### src/decoder_map.svh
// constants for the instruction format decoder: field positions, opcodes, timing
// assumes inclusion by bare name from the design modules; the package does not include it
`ifndef DECODER_MAP_SVH
`define DECODER_MAP_SVH
// ======================================================================
// field positions
`define BYTE_OP_HI 15
`define BYTE_OP_LO 10
`define DEST_BIT 9
`define BANK_BIT 8
`define BIT_POS_HI 11
`define BIT_POS_LO 9
`define FAST_BIT 8
// ======================================================================
// opcodes
`define SECOND_WORD_TAG 4'hF
`define MOVE_FF_OP 4'hC
`define AND_WF_OP 6'h05
`define BRANCH_CARRY_OP 8'hE2
`define BRANCH_ALWAYS_OP 5'h1A
`define GOTO_OP 8'hEF
`define CALL_OP 7'h76
`define LITERAL_W_OP 8'h0E
`define BIT_SET_OP 4'h8
`define EXT_OP_HI 8'hE8
// ======================================================================
// timing
`define OSC_PER_CYCLE 4
`endif

### src/decoder_pkg.sv
// types shared by the instruction format decoder
// assumes decoder_map.svh holds all numeric constants
package decoder_pkg;
   // operation class of a decoded word
   typedef enum logic [3:0] {
      CLS_NOP = 4'h0,
      CLS_BYTE = 4'h1,
      CLS_BIT = 4'h2,
      CLS_LITERAL = 4'h3,
      CLS_MOVE_FF = 4'h4,
      CLS_GOTO = 4'h5,
      CLS_CALL = 4'h6,
      CLS_BRANCH_ALWAYS = 4'h7,
      CLS_BRANCH_COND = 4'h8,
      CLS_EXTENDED = 4'h9,
      CLS_ILLEGAL = 4'hA
   } op_class_t;
   // quarter phase of an instruction cycle
   typedef enum logic [1:0] {
      Q1 = 2'b00,
      Q2 = 2'b01,
      Q3 = 2'b11,
      Q4 = 2'b10
   } quarter_t;
   // decoded fields of one instruction
   typedef struct packed {
      op_class_t op_class;
      logic [7:0] opcode;
      logic dest_is_file;
      logic bank_from_select;
      logic [2:0] bit_pos;
      logic [11:0] file_addr;
      logic [7:0] literal;
      logic [19:0] target;
      logic fast_mode;
      logic signed [10:0] offset;
      logic two_word;
      logic is_and_wf;
      logic is_branch_carry;
   } decoded_t;
endpackage : decoder_pkg

### src/cpu_instruction_format_decoder.sv
// Contract
// RL1: byte ops: opcode 15:10, d 9, a 8, f
// RL2: d zero writes working register, one file
// RL3: a zero access bank, one bank select
// RL4: file move: two words, 12-bit source, destination
// RL5: lone second word executes as no-operation
// RL6: bit ops: opcode, bit position, a, f
// RL7: literal ops: opcode 15:8, immediate 7:0
// RL8: jump/call: 20-bit target over two words
// RL9: call bit 8 is the fast flag
// RL10: relative branch offsets, 11-bit and 8-bit signed
// RL11: and-with-file updates negative and zero only
// RL12: quarters: decode, read, process, write
// RL13: carry set: pc plus two plus twice offset
// RL14: carry branch two cycles taken, else one
// RL15: extended set gated by configuration bit
// RL16: one cycle; pc change or two-word adds one
// RL17: instruction cycle is four oscillator periods
//
// top of the instruction format decoder with operand execution for and-with-file
// assumes words arrive from same-clock fetch logic, one per instruction cycle
// a word is taken at the edge that ends quarter one
// a low clock enable holds every register, so fetch may stall
// the second word of a pair must follow in the next cycle
// operands valid by quarter three, pc_i through quarter four
`timescale 1ns/1ps
`include "decoder_map.svh"
module cpu_instruction_format_decoder #(
   parameter int PC_WIDTH = 21
) (
   // clock and reset
   input wire logic sys_clk_i,
   input wire logic rstn_i,
   input wire logic clk_en_i,
   // fetch side
   input wire logic [15:0] word_i,
   input wire logic [PC_WIDTH-1:0] pc_i,
   // core state
   input wire logic carry_i,
   input wire logic [7:0] working_register_i,
   input wire logic [7:0] file_operand_i,
   input wire logic [3:0] bank_select_register_i,
   input wire logic extended_set_enable_bit_i,
   // decoded results
   output decoder_pkg::decoded_t dec_o,
   output decoder_pkg::quarter_t phase_o,
   output logic [1:0] cycles_o,
   output logic nop_cycle_o,
   // operand and write-back
   output logic [11:0] read_addr_o,
   output logic read_en_o,
   output logic [7:0] result_o,
   output logic write_file_o,
   output logic write_work_o,
   output logic [1:0] flag_nz_o,
   output logic flag_we_o,
   // program counter
   output logic [PC_WIDTH-1:0] pc_load_o,
   output logic pc_load_en_o
);
   // =====================================================================
   // phase sequencing
   // sequencer phase steers the quarters; phase_q only copies it
   decoder_pkg::quarter_t phase;
   logic cycle_end;

   quarter_sequencer u_seq (
      .sys_clk_i(sys_clk_i),
      .rstn_i(rstn_i),
      .clk_en_i(clk_en_i),
      .phase_o(phase),
      .cycle_end_o(cycle_end)
   );
   // =====================================================================
   // field decode of the incoming word
   // combinational; used only at the edge ending quarter one
   decoder_pkg::decoded_t raw_dec;

   word_field_decoder u_dec (
      .word_i(word_i),
      .extended_set_enable_bit_i(extended_set_enable_bit_i),
      .dec_o(raw_dec)
   );
   // =====================================================================
   // decode and execution state
   // decoded word, held for the whole cycle
   decoder_pkg::decoded_t cur, next_cur;

   // pairing and cycle bookkeeping
   // next word completes a two-word pair
   logic pending_second, next_pending_second;
   // spans a whole refused cycle, Q1 to Q4
   logic nop_cycle, next_nop_cycle;
   logic [1:0] cycles, next_cycles;

   // operand path: address Q2, and-result Q3
   logic [7:0] alu, next_alu;
   logic [11:0] read_addr, next_read_addr;
   logic read_en, next_read_en;

   // write-back pulses of Q4
   logic [7:0] result, next_result;
   logic write_file, next_write_file;
   logic write_work, next_write_work;
   logic [1:0] flag_nz, next_flag_nz;
   logic flag_we, next_flag_we;

   // program counter load
   logic [PC_WIDTH-1:0] pc_load, next_pc_load;
   logic pc_load_en, next_pc_load_en;
   logic [PC_WIDTH-1:0] branch_disp;
   logic [PC_WIDTH-1:0] branch_dest;

   // registered phase copy for the port
   decoder_pkg::quarter_t phase_q, next_phase_q;

   // =====================================================================
   // relative destination: incremented pc plus twice the signed offset
   // sign extend before doubling so backward branches wrap;
   // the doubled value is one bit wider, its top bit is cut on purpose
   always_comb begin
      branch_disp = PC_WIDTH'({{(PC_WIDTH-11){cur.offset[10]}}, cur.offset, 1'b0});
      branch_dest = pc_i + PC_WIDTH'(2) + branch_disp; // RL13
   end

   // =====================================================================
   // quarter walk of one instruction cycle
   // Q1 takes a word or completes a pair
   // Q2 shows the file address, Q3 forms the and
   // Q4 writes back and loads the counter
   // a taken branch adds one whole no-op cycle
   // next-state computation, one step per quarter
   // pulses default low, so each strobe lasts one enabled clock
   always_comb begin
      next_cur = cur;
      next_pending_second = pending_second;
      next_nop_cycle = nop_cycle;
      next_cycles = cycles;
      next_alu = alu;
      next_read_addr = read_addr;
      next_read_en = 1'b0;
      next_result = result;
      next_write_file = 1'b0;
      next_write_work = 1'b0;
      next_flag_nz = flag_nz;
      next_flag_we = 1'b0;
      next_pc_load = pc_load;
      next_pc_load_en = 1'b0;
      next_phase_q = phase;

      case (phase)
         decoder_pkg::Q1: begin
            // decode quarter
            if (nop_cycle) begin
               // word refused; the no-op runs on to Q4
               next_nop_cycle = 1'b1;
            end else if (pending_second) begin
               // second word: destination address or upper target bits complete the pair
               next_pending_second = 1'b0;
               if (cur.op_class == decoder_pkg::CLS_MOVE_FF) begin
                  next_read_addr = word_i[11:0]; // RL4
               end else begin
                  next_cur.target = {word_i[11:0], cur.target[7:0]}; // RL8
               end
            end else begin
               // first word; carry counts only here
               next_cur = raw_dec; // RL12
               next_pending_second = raw_dec.two_word; // RL16
               next_cycles = raw_dec.two_word ? 2'h2 : 2'h1; // RL16
               if (raw_dec.op_class == decoder_pkg::CLS_BRANCH_ALWAYS) begin
                  next_cycles = 2'h2; // pc always changes
               end else if (raw_dec.is_branch_carry) begin
                  next_cycles = carry_i ? 2'h2 : 2'h1; // RL14
               end
            end
         end

         decoder_pkg::Q2: begin
            // read quarter: file address, bank from access bank or select
            // only byte operations read; bit operations are not executed
            if (!nop_cycle && cur.op_class == decoder_pkg::CLS_BYTE) begin
               next_read_en = 1'b1; // RL12
               next_read_addr = cur.bank_from_select ?
                  {bank_select_register_i, cur.file_addr[7:0]} : // RL3
                  {(cur.file_addr[7] ? 4'hF : 4'h0), cur.file_addr[7:0]}; // RL3
            end
         end

         decoder_pkg::Q3: begin
            // process quarter
            // formed every cycle; Q4 decides whether it is used
            next_alu = working_register_i & file_operand_i; // RL11
         end

         default: begin
            // write quarter
            // the no-op ends here; ending it sooner lets the branch
            // still held in cur load the counter again
            if (nop_cycle && cycle_end) begin
               next_nop_cycle = 1'b0; // RL14
            end

            if (!nop_cycle && cur.is_and_wf && !pending_second) begin
               next_result = alu;
               next_write_file = cur.dest_is_file; // RL2
               next_write_work = !cur.dest_is_file; // RL2
               next_flag_nz = {alu[7], alu == 8'h00}; // RL11
               next_flag_we = 1'b1; // RL11
            end
            if (!nop_cycle && !pending_second) begin
               if (cur.op_class == decoder_pkg::CLS_BRANCH_ALWAYS ||
                   (cur.is_branch_carry && cycles == 2'h2)) begin
                  next_pc_load = branch_dest; // RL13
                  next_pc_load_en = 1'b1;
                  next_nop_cycle = 1'b1; // RL14
               end else if ((cur.op_class == decoder_pkg::CLS_GOTO ||
                             cur.op_class == decoder_pkg::CLS_CALL) && cycles == 2'h2) begin
                  next_pc_load = PC_WIDTH'({cur.target, 1'b0}); // RL8
                  next_pc_load_en = 1'b1;
               end
            end
         end
      endcase
   end

   // =====================================================================
   // register every value; the clock enable freezes all of it
   // reset leaves cycles at one, never an impossible count
   always_ff @(posedge sys_clk_i) begin
      if (!rstn_i) begin
         // decode state and bookkeeping
         cur <= '0;
         pending_second <= 1'b0;
         nop_cycle <= 1'b0;
         cycles <= 2'h1;

         // operand path
         alu <= 8'h00;
         read_addr <= 12'h000;
         read_en <= 1'b0;

         // write-back
         result <= 8'h00;
         write_file <= 1'b0;
         write_work <= 1'b0;
         flag_nz <= 2'h0;
         flag_we <= 1'b0;

         // counter load and phase copy
         pc_load <= '0;
         pc_load_en <= 1'b0;
         phase_q <= decoder_pkg::Q1;
      end else if (clk_en_i) begin
         // a low enable holds pulses too; users qualify them
         // decode state and bookkeeping
         cur <= next_cur;
         pending_second <= next_pending_second;
         nop_cycle <= next_nop_cycle;
         cycles <= next_cycles;

         // operand path
         alu <= next_alu;
         read_addr <= next_read_addr;
         read_en <= next_read_en;

         // write-back
         result <= next_result;
         write_file <= next_write_file;
         write_work <= next_write_work;
         flag_nz <= next_flag_nz;
         flag_we <= next_flag_we;

         // counter load and phase copy
         pc_load <= next_pc_load;
         pc_load_en <= next_pc_load_en;
         phase_q <= next_phase_q;
      end
   end

   // =====================================================================
   // outputs straight from flip-flops
   // decode results
   assign dec_o = cur;
   assign phase_o = phase_q;
   assign cycles_o = cycles;
   assign nop_cycle_o = nop_cycle;
   // operand and write-back
   assign read_addr_o = read_addr;
   assign read_en_o = read_en;
   assign result_o = result;
   assign write_file_o = write_file;
   assign write_work_o = write_work;
   assign flag_nz_o = flag_nz;
   assign flag_we_o = flag_we;
   // program counter
   assign pc_load_o = pc_load;
   assign pc_load_en_o = pc_load_en;

   // =====================================================================
   // limitations
   // only and-with-file executes; other byte ops write nothing
   // extended and illegal words get a class, nothing more
   // carry counts only in quarter one
   // a pair cut by reset restarts from its first word
   // access bank: low half bank zero, high half bank F
   // branch targets wrap silently at the counter width
endmodule : cpu_instruction_format_decoder

### src/quarter_sequencer.sv
// four-phase sequencer producing the quarter phases of an instruction cycle
// assumes one sys_clk_i period per oscillator period
`timescale 1ns/1ps
`include "decoder_map.svh"
module quarter_sequencer (
   // clock and reset
   input wire logic sys_clk_i,
   input wire logic rstn_i,
   input wire logic clk_en_i,
   // phase outputs
   output decoder_pkg::quarter_t phase_o,
   output logic cycle_end_o
);
   decoder_pkg::quarter_t phase;
   decoder_pkg::quarter_t next_phase;
   // =====================================================================
   // gray walk Q1 Q2 Q3 Q4, one step per oscillator period
   always_comb begin
      case (phase)
         decoder_pkg::Q1: next_phase = decoder_pkg::Q2; // RL17
         decoder_pkg::Q2: next_phase = decoder_pkg::Q3;
         decoder_pkg::Q3: next_phase = decoder_pkg::Q4;
         default: next_phase = decoder_pkg::Q1;
      endcase
   end
   // clock enable freezes the phase
   always_ff @(posedge sys_clk_i) begin
      if (!rstn_i) begin
         phase <= decoder_pkg::Q1;
      end else if (clk_en_i) begin
         phase <= next_phase;
      end
   end
   assign phase_o = phase;
   assign cycle_end_o = (phase == decoder_pkg::Q4);
endmodule : quarter_sequencer

### src/word_field_decoder.sv
// combinational split of a program word into operation class and fields
// assumes the caller tracks whether the word is the second of a pair
`timescale 1ns/1ps
`include "decoder_map.svh"
module word_field_decoder (
   // inputs
   input wire logic [15:0] word_i,
   input wire logic extended_set_enable_bit_i,
   // decoded result
   output decoder_pkg::decoded_t dec_o
);
   // =====================================================================
   // class decode, most specific patterns first
   always_comb begin
      dec_o = '0;
      dec_o.op_class = decoder_pkg::CLS_ILLEGAL;
      dec_o.file_addr = {4'h0, word_i[7:0]}; // RL1
      dec_o.dest_is_file = word_i[`DEST_BIT]; // RL2
      dec_o.bank_from_select = word_i[`BANK_BIT]; // RL3
      dec_o.literal = word_i[7:0]; // RL7
      dec_o.bit_pos = word_i[`BIT_POS_HI:`BIT_POS_LO]; // RL6
      dec_o.target = {12'h000, word_i[7:0]}; // RL8
      dec_o.opcode = word_i[15:8];
      if (word_i[15:12] == `SECOND_WORD_TAG) begin
         dec_o.op_class = decoder_pkg::CLS_NOP; // RL5
      end else if (word_i[15:8] == `GOTO_OP) begin
         dec_o.op_class = decoder_pkg::CLS_GOTO;
         dec_o.two_word = 1'b1;
      end else if (word_i[15:9] == `CALL_OP) begin
         dec_o.op_class = decoder_pkg::CLS_CALL;
         dec_o.opcode = {1'b0, word_i[15:9]}; // RL9
         dec_o.fast_mode = word_i[`FAST_BIT]; // RL9
         dec_o.two_word = 1'b1;
      end else if (word_i[15:8] >= `EXT_OP_HI && word_i[15:8] != `GOTO_OP) begin
         // extended words only exist while the configuration bit is set
         dec_o.op_class = extended_set_enable_bit_i ? decoder_pkg::CLS_EXTENDED
                                                    : decoder_pkg::CLS_ILLEGAL; // RL15
      end else if (word_i[15:12] == `MOVE_FF_OP) begin
         dec_o.op_class = decoder_pkg::CLS_MOVE_FF;
         dec_o.opcode = {4'h0, word_i[15:12]}; // RL4
         dec_o.file_addr = word_i[11:0]; // RL4
         dec_o.two_word = 1'b1;
      end else if (word_i[15:11] == `BRANCH_ALWAYS_OP) begin
         dec_o.op_class = decoder_pkg::CLS_BRANCH_ALWAYS;
         dec_o.opcode = {3'h0, word_i[15:11]};
         dec_o.offset = word_i[10:0]; // RL10
      end else if (word_i[15:11] == 5'h1C) begin
         dec_o.op_class = decoder_pkg::CLS_BRANCH_COND;
         dec_o.offset = {{3{word_i[7]}}, word_i[7:0]}; // RL10
         dec_o.is_branch_carry = (word_i[15:8] == `BRANCH_CARRY_OP); // RL14
      end else if (word_i[15:8] == `LITERAL_W_OP) begin
         dec_o.op_class = decoder_pkg::CLS_LITERAL; // RL7
      end else if (word_i[15] == 1'b1 || word_i[15:12] == 4'h7) begin
         dec_o.op_class = decoder_pkg::CLS_BIT;
         dec_o.opcode = {4'h0, word_i[15:12]}; // RL6
      end else begin
         dec_o.op_class = decoder_pkg::CLS_BYTE;
         dec_o.opcode = {2'b00, word_i[`BYTE_OP_HI:`BYTE_OP_LO]}; // RL1
         dec_o.is_and_wf = (word_i[15:10] == `AND_WF_OP); // RL11
      end
   end
endmodule : word_field_decoder
### config.mk
export PLATFORM = sky130hd
export DESIGN_NAME = cpu_instruction_format_decoder
export DESIGN_NICKNAME = d
export VERILOG_FILES = /design/src/decoder_pkg.sv /design/src/cpu_instruction_format_decoder.sv /design/src/quarter_sequencer.sv /design/src/word_field_decoder.sv
export VERILOG_INCLUDE_DIRS = /design/src /design/src/src
export SDC_FILE = /design/constraint.sdc
export NUM_CORES = 1
export LEC_CHECK = 0
export BUFFER_PORTS_ARGS = -buffer_cell sky130_fd_sc_hd__buf_2
export CAP_MARGIN = 10
export CORE_MARGIN = 3
export CORE_UTILIZATION = 45
export CTS_CLUSTER_DIAMETER = 50
export DETAILED_ROUTE_END_ITERATION = 8
export GPL_TIMING_DRIVEN = 0
export PLACE_DENSITY = 0.67
export SLEW_MARGIN = 5
export SYNTH_ARGS = -nofsm -noshare
export SYNTH_HDL_FRONTEND = slang
export SYNTH_SLANG_ARGS = --single-unit
### constraint.sdc
create_clock -name sys_clk_i -period 3.5 [get_ports sys_clk_i]
set_input_delay 0.875 -clock sys_clk_i [delete_from_list [all_inputs] [get_ports sys_clk_i]]
set_output_delay 0.875 -clock sys_clk_i [all_outputs]
set_load 0.02 [all_outputs]
# Word level (Yosys, flattened, before mapping)
# Cells that the tools add are included.
# op_classes
bitwise	5
n_mux	73
eq_ne	26
n_addsub	2
n_lt_le_gt_ge	1
n_reduce_logical	28
# op_table
operator	count
12-bit two-way mux	14
11-bit two-way mux	4
21-bit two-way mux	2
20-bit two-way mux	2
8-bit two-way mux	5
1-bit two-way mux	25
4-bit by 3-bit == test with 1-bit output (second input constant)	6
4-bit two-way mux	6
12-bit one-hot mux with 2 select lines	1
21-bit by 2-bit adder with 21-bit output (second input constant)	1
21-bit adder	1
2-bit two-way mux	9
8-bit == test (second input constant)	2
15-bit two-way mux	1
14-bit two-way mux	1
4-bit AND reduction	3
5-bit == test (second input constant)	2
10-bit two-way mux	1
2-bit inequality test (second input constant)	5
8-bit bitwise AND	1
4-bit == test (second input constant)	2
8-bit by 4-bit == test with 1-bit output (second input constant)	1
8-bit greater-or-equal comparator (second input constant)	1
1-bit logical AND	8
19 further kinds	31
# word_totals
register_bits	136
input_bits	62
out_inout_bits	125
word_cells	164

# Depth between registers and ports, before layout
# depth
depth_word	14
ltp_mapped	11
depth_no_buf	11

# Modules after synthesis
# From an unflattened synthesis, not the netlist that was laid out.
# hier_totals
cells_unflattened	951
hier_area_um2	7631.1
# by_module_without_submodules
mod	cells_per_inst	area_each_um2	seq_area_each_um2	n_inst
cpu_instruction_format_decoder	794	6645.1	2662.6	1
word_field_decoder	149	903.4	0.0	1
quarter_sequencer	8	82.6	40.0	1

# Worst setup path after synthesis
# No wires, ideal clock.
# synth_timing
path_type	input-to-reg
start	input pc_i[2]
end	register pc_load[20], in the netlist pc_load_o[20]
stages	9
required_ps	3367
arrival_time_ps	2966
n_path_buf	0
setup_slack_ps	401
setup_ps	133
cell_sequence	ha_1 > ha_1 > fa_1 > a211o_1 > a211oi_1 > o21ai_0 > a221oi_1 > xnor2_1 > a21oi_1
# synth_via
elab_chain_len	3
# synth_rtl
element	line	text
from (decl)	cpu_instruction_format_decoder.sv:37	input wire logic [PC_WIDTH-1:0] pc_i,
21-bit by 2-bit adder with 21-bit output	cpu_instruction_format_decoder.sv:123	branch_dest = pc_i + PC_WIDTH'(2) + branch_disp;
21-bit adder	cpu_instruction_format_decoder.sv:123	
21-bit two-way mux	cpu_instruction_format_decoder.sv:211	if (cur.op_class == decoder_pkg::CLS_BRANCH_ALWAYS ||
to (signal assigned)	cpu_instruction_format_decoder.sv:274	pc_load <= next_pc_load;
to (decl)	cpu_instruction_format_decoder.sv:109	logic [PC_WIDTH-1:0] pc_load, next_pc_load;
# Every way passes these cells.
# A chain may end at the register's enable or synchronous reset.

# Worst setup path in the final report
# Same ends and word-level chain as after synthesis.

==> metrics.yaml <==
run_status:
  status: "finished, final reports clean"
synth:
  synth_edf_count: 0
  yosysUniqueCellTypes: 57
  ys_top_cells_by_count: "dfxtp_1, nand2_1, a21oi_1, nor2_1, nand3_1"
  synthCells: 794
  ys_async_sr_fraction_pct: 0
  yosysMostFrequentCell: "dfxtp_1"
  netlist_area_sq_mm: 0.00638
  yosys_most_used_dff: "dfxtp_1"
  syn_area_per_cell_sq_um: 8.04
  syn_nets: 894
  synth_area_leader_cell: "dfxtp_1"
  synth_top_area_share_pct: 39.5
  ys_seq_elements: 126
  synth_area_leaders: "dfxtp_1, a21oi_1, ha_1"
  yosysWarnings: 0
  ys_seq_area_share_pct: 39.5
timing:
  max_freq_mhz: 318
  min_period_over_period_pct: 89.8
  hold_viol: 0
  rsz0062_at_grt: "no"
  fin_crit_ns: 3.14
  setup_viol: 0
  worst_hold_slack_ns: 0.453
  tightest_slew_ns: 0.863
  relSlewSlack_pct: 42.0
  slew_violations: 0
  skew_ns: 0.00793
final_layout:
  fillers: 1299
  seqCellArea_sq_mm: 0.00252
  multi_input_area_sq_mm: 0.00350
  finalInstanceArea_sq_mm: 0.00811
  layout-drive-gt1-share_pct: 23.8
  area_delta_synth_final_pct: 27.0
  diodes: 0
  fin_nets: 1094
clock_network:
  cts_hold_buf: 0
  cts_tree: "yes"
  cts_setup_buffers: 0
  clkTransAtPathRegs_ns: 0.06
  cts_max_level: 4
  cts.path.max_buffers: 2
  cts_root_buf: "clkbuf_16"
  cts_resized: 0
  cts_buffers: 17
  clock_latency_ns: 0.42
  numClockSinks: 126
job:
  maxCapViolCount: 0
setup_path:
  crit_buf_inv: 1
  cp_common_cell: "ha_1"
  worst_setup_path_end_kind: "register"
  cpMaxStageDelayCell: "fa_1"
  required_ns: 3.78
  worstSetupPathType: "in2reg"
  worstPathArrival_ns: 3.42
  path_cells: "buf_2 > ha_1 > ha_1 > fa_1 > a211o_1 > a211oi_1 > o21ai_0 > a221oi_1 > xnor2_1 > a21oi_1"
  cp_max_fo: 3
  cp_top_family: "compound AO/OA/AOI/OAI gates"
  cp_slowest_stage_delay_ns: 0.43
  crit_path_start_kind: "input port"
  r2r_setup_slack_ns: 0.56
power:
  power_density_mw_per_mm2: 462
  ir_worst_vdd_mv: 0.419
  total_power_w: 0.00375
  leakagePower_nw: 3.64
floorplan:
  ioPinCount: 187
  die_w_um: 125
  die_h_um: 125
  start_util_pct: 47.1
  placeableCoreArea_sq_mm: 0.0136
  core.rowCount: 42
  die_area_sq_mm: 0.0157
routing:
  drc: 0
  dr.first_iter.drc_count: 490
  avgViaCountPerCell: 5.59
  antenna_left: 0
  routed_wl_mm: 20.6
  dr.pass1.iters: 5
  wl_per_cell_um: 17.4
  vias: 6616
global_route:
  antenna_found_initial: 0
  grt_start_max_net_pins: 17
  grt_pass1_vias: 5992
  groute.usage.overall_pct: 25.8
  overflow: 0
  grt_pass1_wl_mm: 32.3
hold_path:
  hold_path.class: "reg2reg"
place:
  gp_congestion: 0.914
  hpwl_mm: 15.7
  port_buffers: 181
  post_dp_cell_area_sq_mm: 0.00751
==> path summary, 6_finish.rpt <==
path,from,endpoint,cells after the start
setup / recovery,pc_i[2],pc_load_o[20],10
hold reg to reg,result_o[3],result_o[3],2
hold / removal,result_o[3],result_o[3],2
setup reg to reg,dec_o[4],pc_load_o[20],9
==> metrics by stage <==
step / utilization [%] / instances / setup TNS, ns / worst slack [ns]
2_1_floorplan: - / 794 / 0 / 0.401
3_3_place_gp: 55.4 / 1151 / -0.126 / -0.0834
3_5_place_dp: 55.4 / 1151 / -0.0945 / -0.0755
4_1_cts: 59.8 / 1183 / 0 / 0.362
5_1_grt: 59.8 / 1183 / 0 / 0.239
6_report: 59.8 / 1183 / 0 / 0.358
==> tightest hold or removal path, delay by kind of cell (launching register included) <==
kind | cells | cell delay [ns]
and+or+nand+nor | 1 | 0.05
AOI/OAI and AO/OA | 1 | 0.05
DFF | 1 | 0.30
==> layout by cell type, fill, tap and decap left out, types with 9 or more instances in the layout <==
| cell | count |
|---|---|
| a211oi_1 | 12 |
| a21oi_1 | 110 |
| a22oi_1 | 14 |
| buf_2 | 189 |
| buf_4 | 11 |
| clkbuf_1 | 45 |
| clkbuf_16 | 17 |
| dfxtp_1 | 126 |
| ha_1 | 37 |
| inv_1 | 11 |
| mux2i_1 | 13 |
| nand2_1 | 119 |
| nand2b_1 | 10 |
| nand3_1 | 44 |
| nor2_1 | 67 |
| nor3_1 | 12 |
| o211ai_1 | 10 |
| o21ai_0 | 33 |
| or3_1 | 9 |
| xnor2_1 | 15 |
==> layer usage <==
layer | vias to the layer above | track usage (%) | routed length, um
met5 | - | 0 | 0
met4 | 0 | 8.23 | 405
li1 | 3230 | - | -
met2 | 294 | 41.2 | 9500
met1 | 3060 | 34.9 | 8930
met3 | 32 | 5.63 | 1730
==> sequential cells by signal (all words and copies together), names as in the netlist, 2 cells and up <==
| register | flops |
|---|---|
| dec_o | 63 |
| pc_load_o | 21 |
| read_addr_o | 12 |
| alu | 8 |
| result_o | 8 |
| cycles_o | 2 |
| phase_o | 2 |
| u_seq.phase_o | 2 |
==> area by class of cell <==
| cell class | count | area share (%) |
|---|---|---|
| timing repair buffer | 181 | 11.2 |
| clock buffer | 22 | 5.72 |
| sequential | 126 | 31.1 |
| inverter | 12 | 0.555 |
| multi-input combinational | 590 | 43.2 |
| buffer | 66 | 3.87 |
| tap | 176 | 2.71 |
| clock inverter | 10 | 1.68 |
==> kinds of logic after synthesis <==
kind of cell | count (synthesis) | synth area share, %
simple gates | 292 | 20.8
compound gates | 225 | 21.4
flops | 126 | 39.5
buf+inv | 78 | 5.62
fa+ha+maj | 38 | 7.56
xor+xnor | 19 | 2.61
mux | 16 | 2.57
==> power breakdown <==
group / switching, W / total, W / internal, W
Sequential: 0.0000324 / 0.00150 / 0.00147
Combinational: 0.000292 / 0.000448 / 0.000156
Clock: 0.000645 / 0.00180 / 0.00116
Total: 0.000969 / 0.00375 / 0.00278
Note: power is estimated with default switching activity, not from simulation.
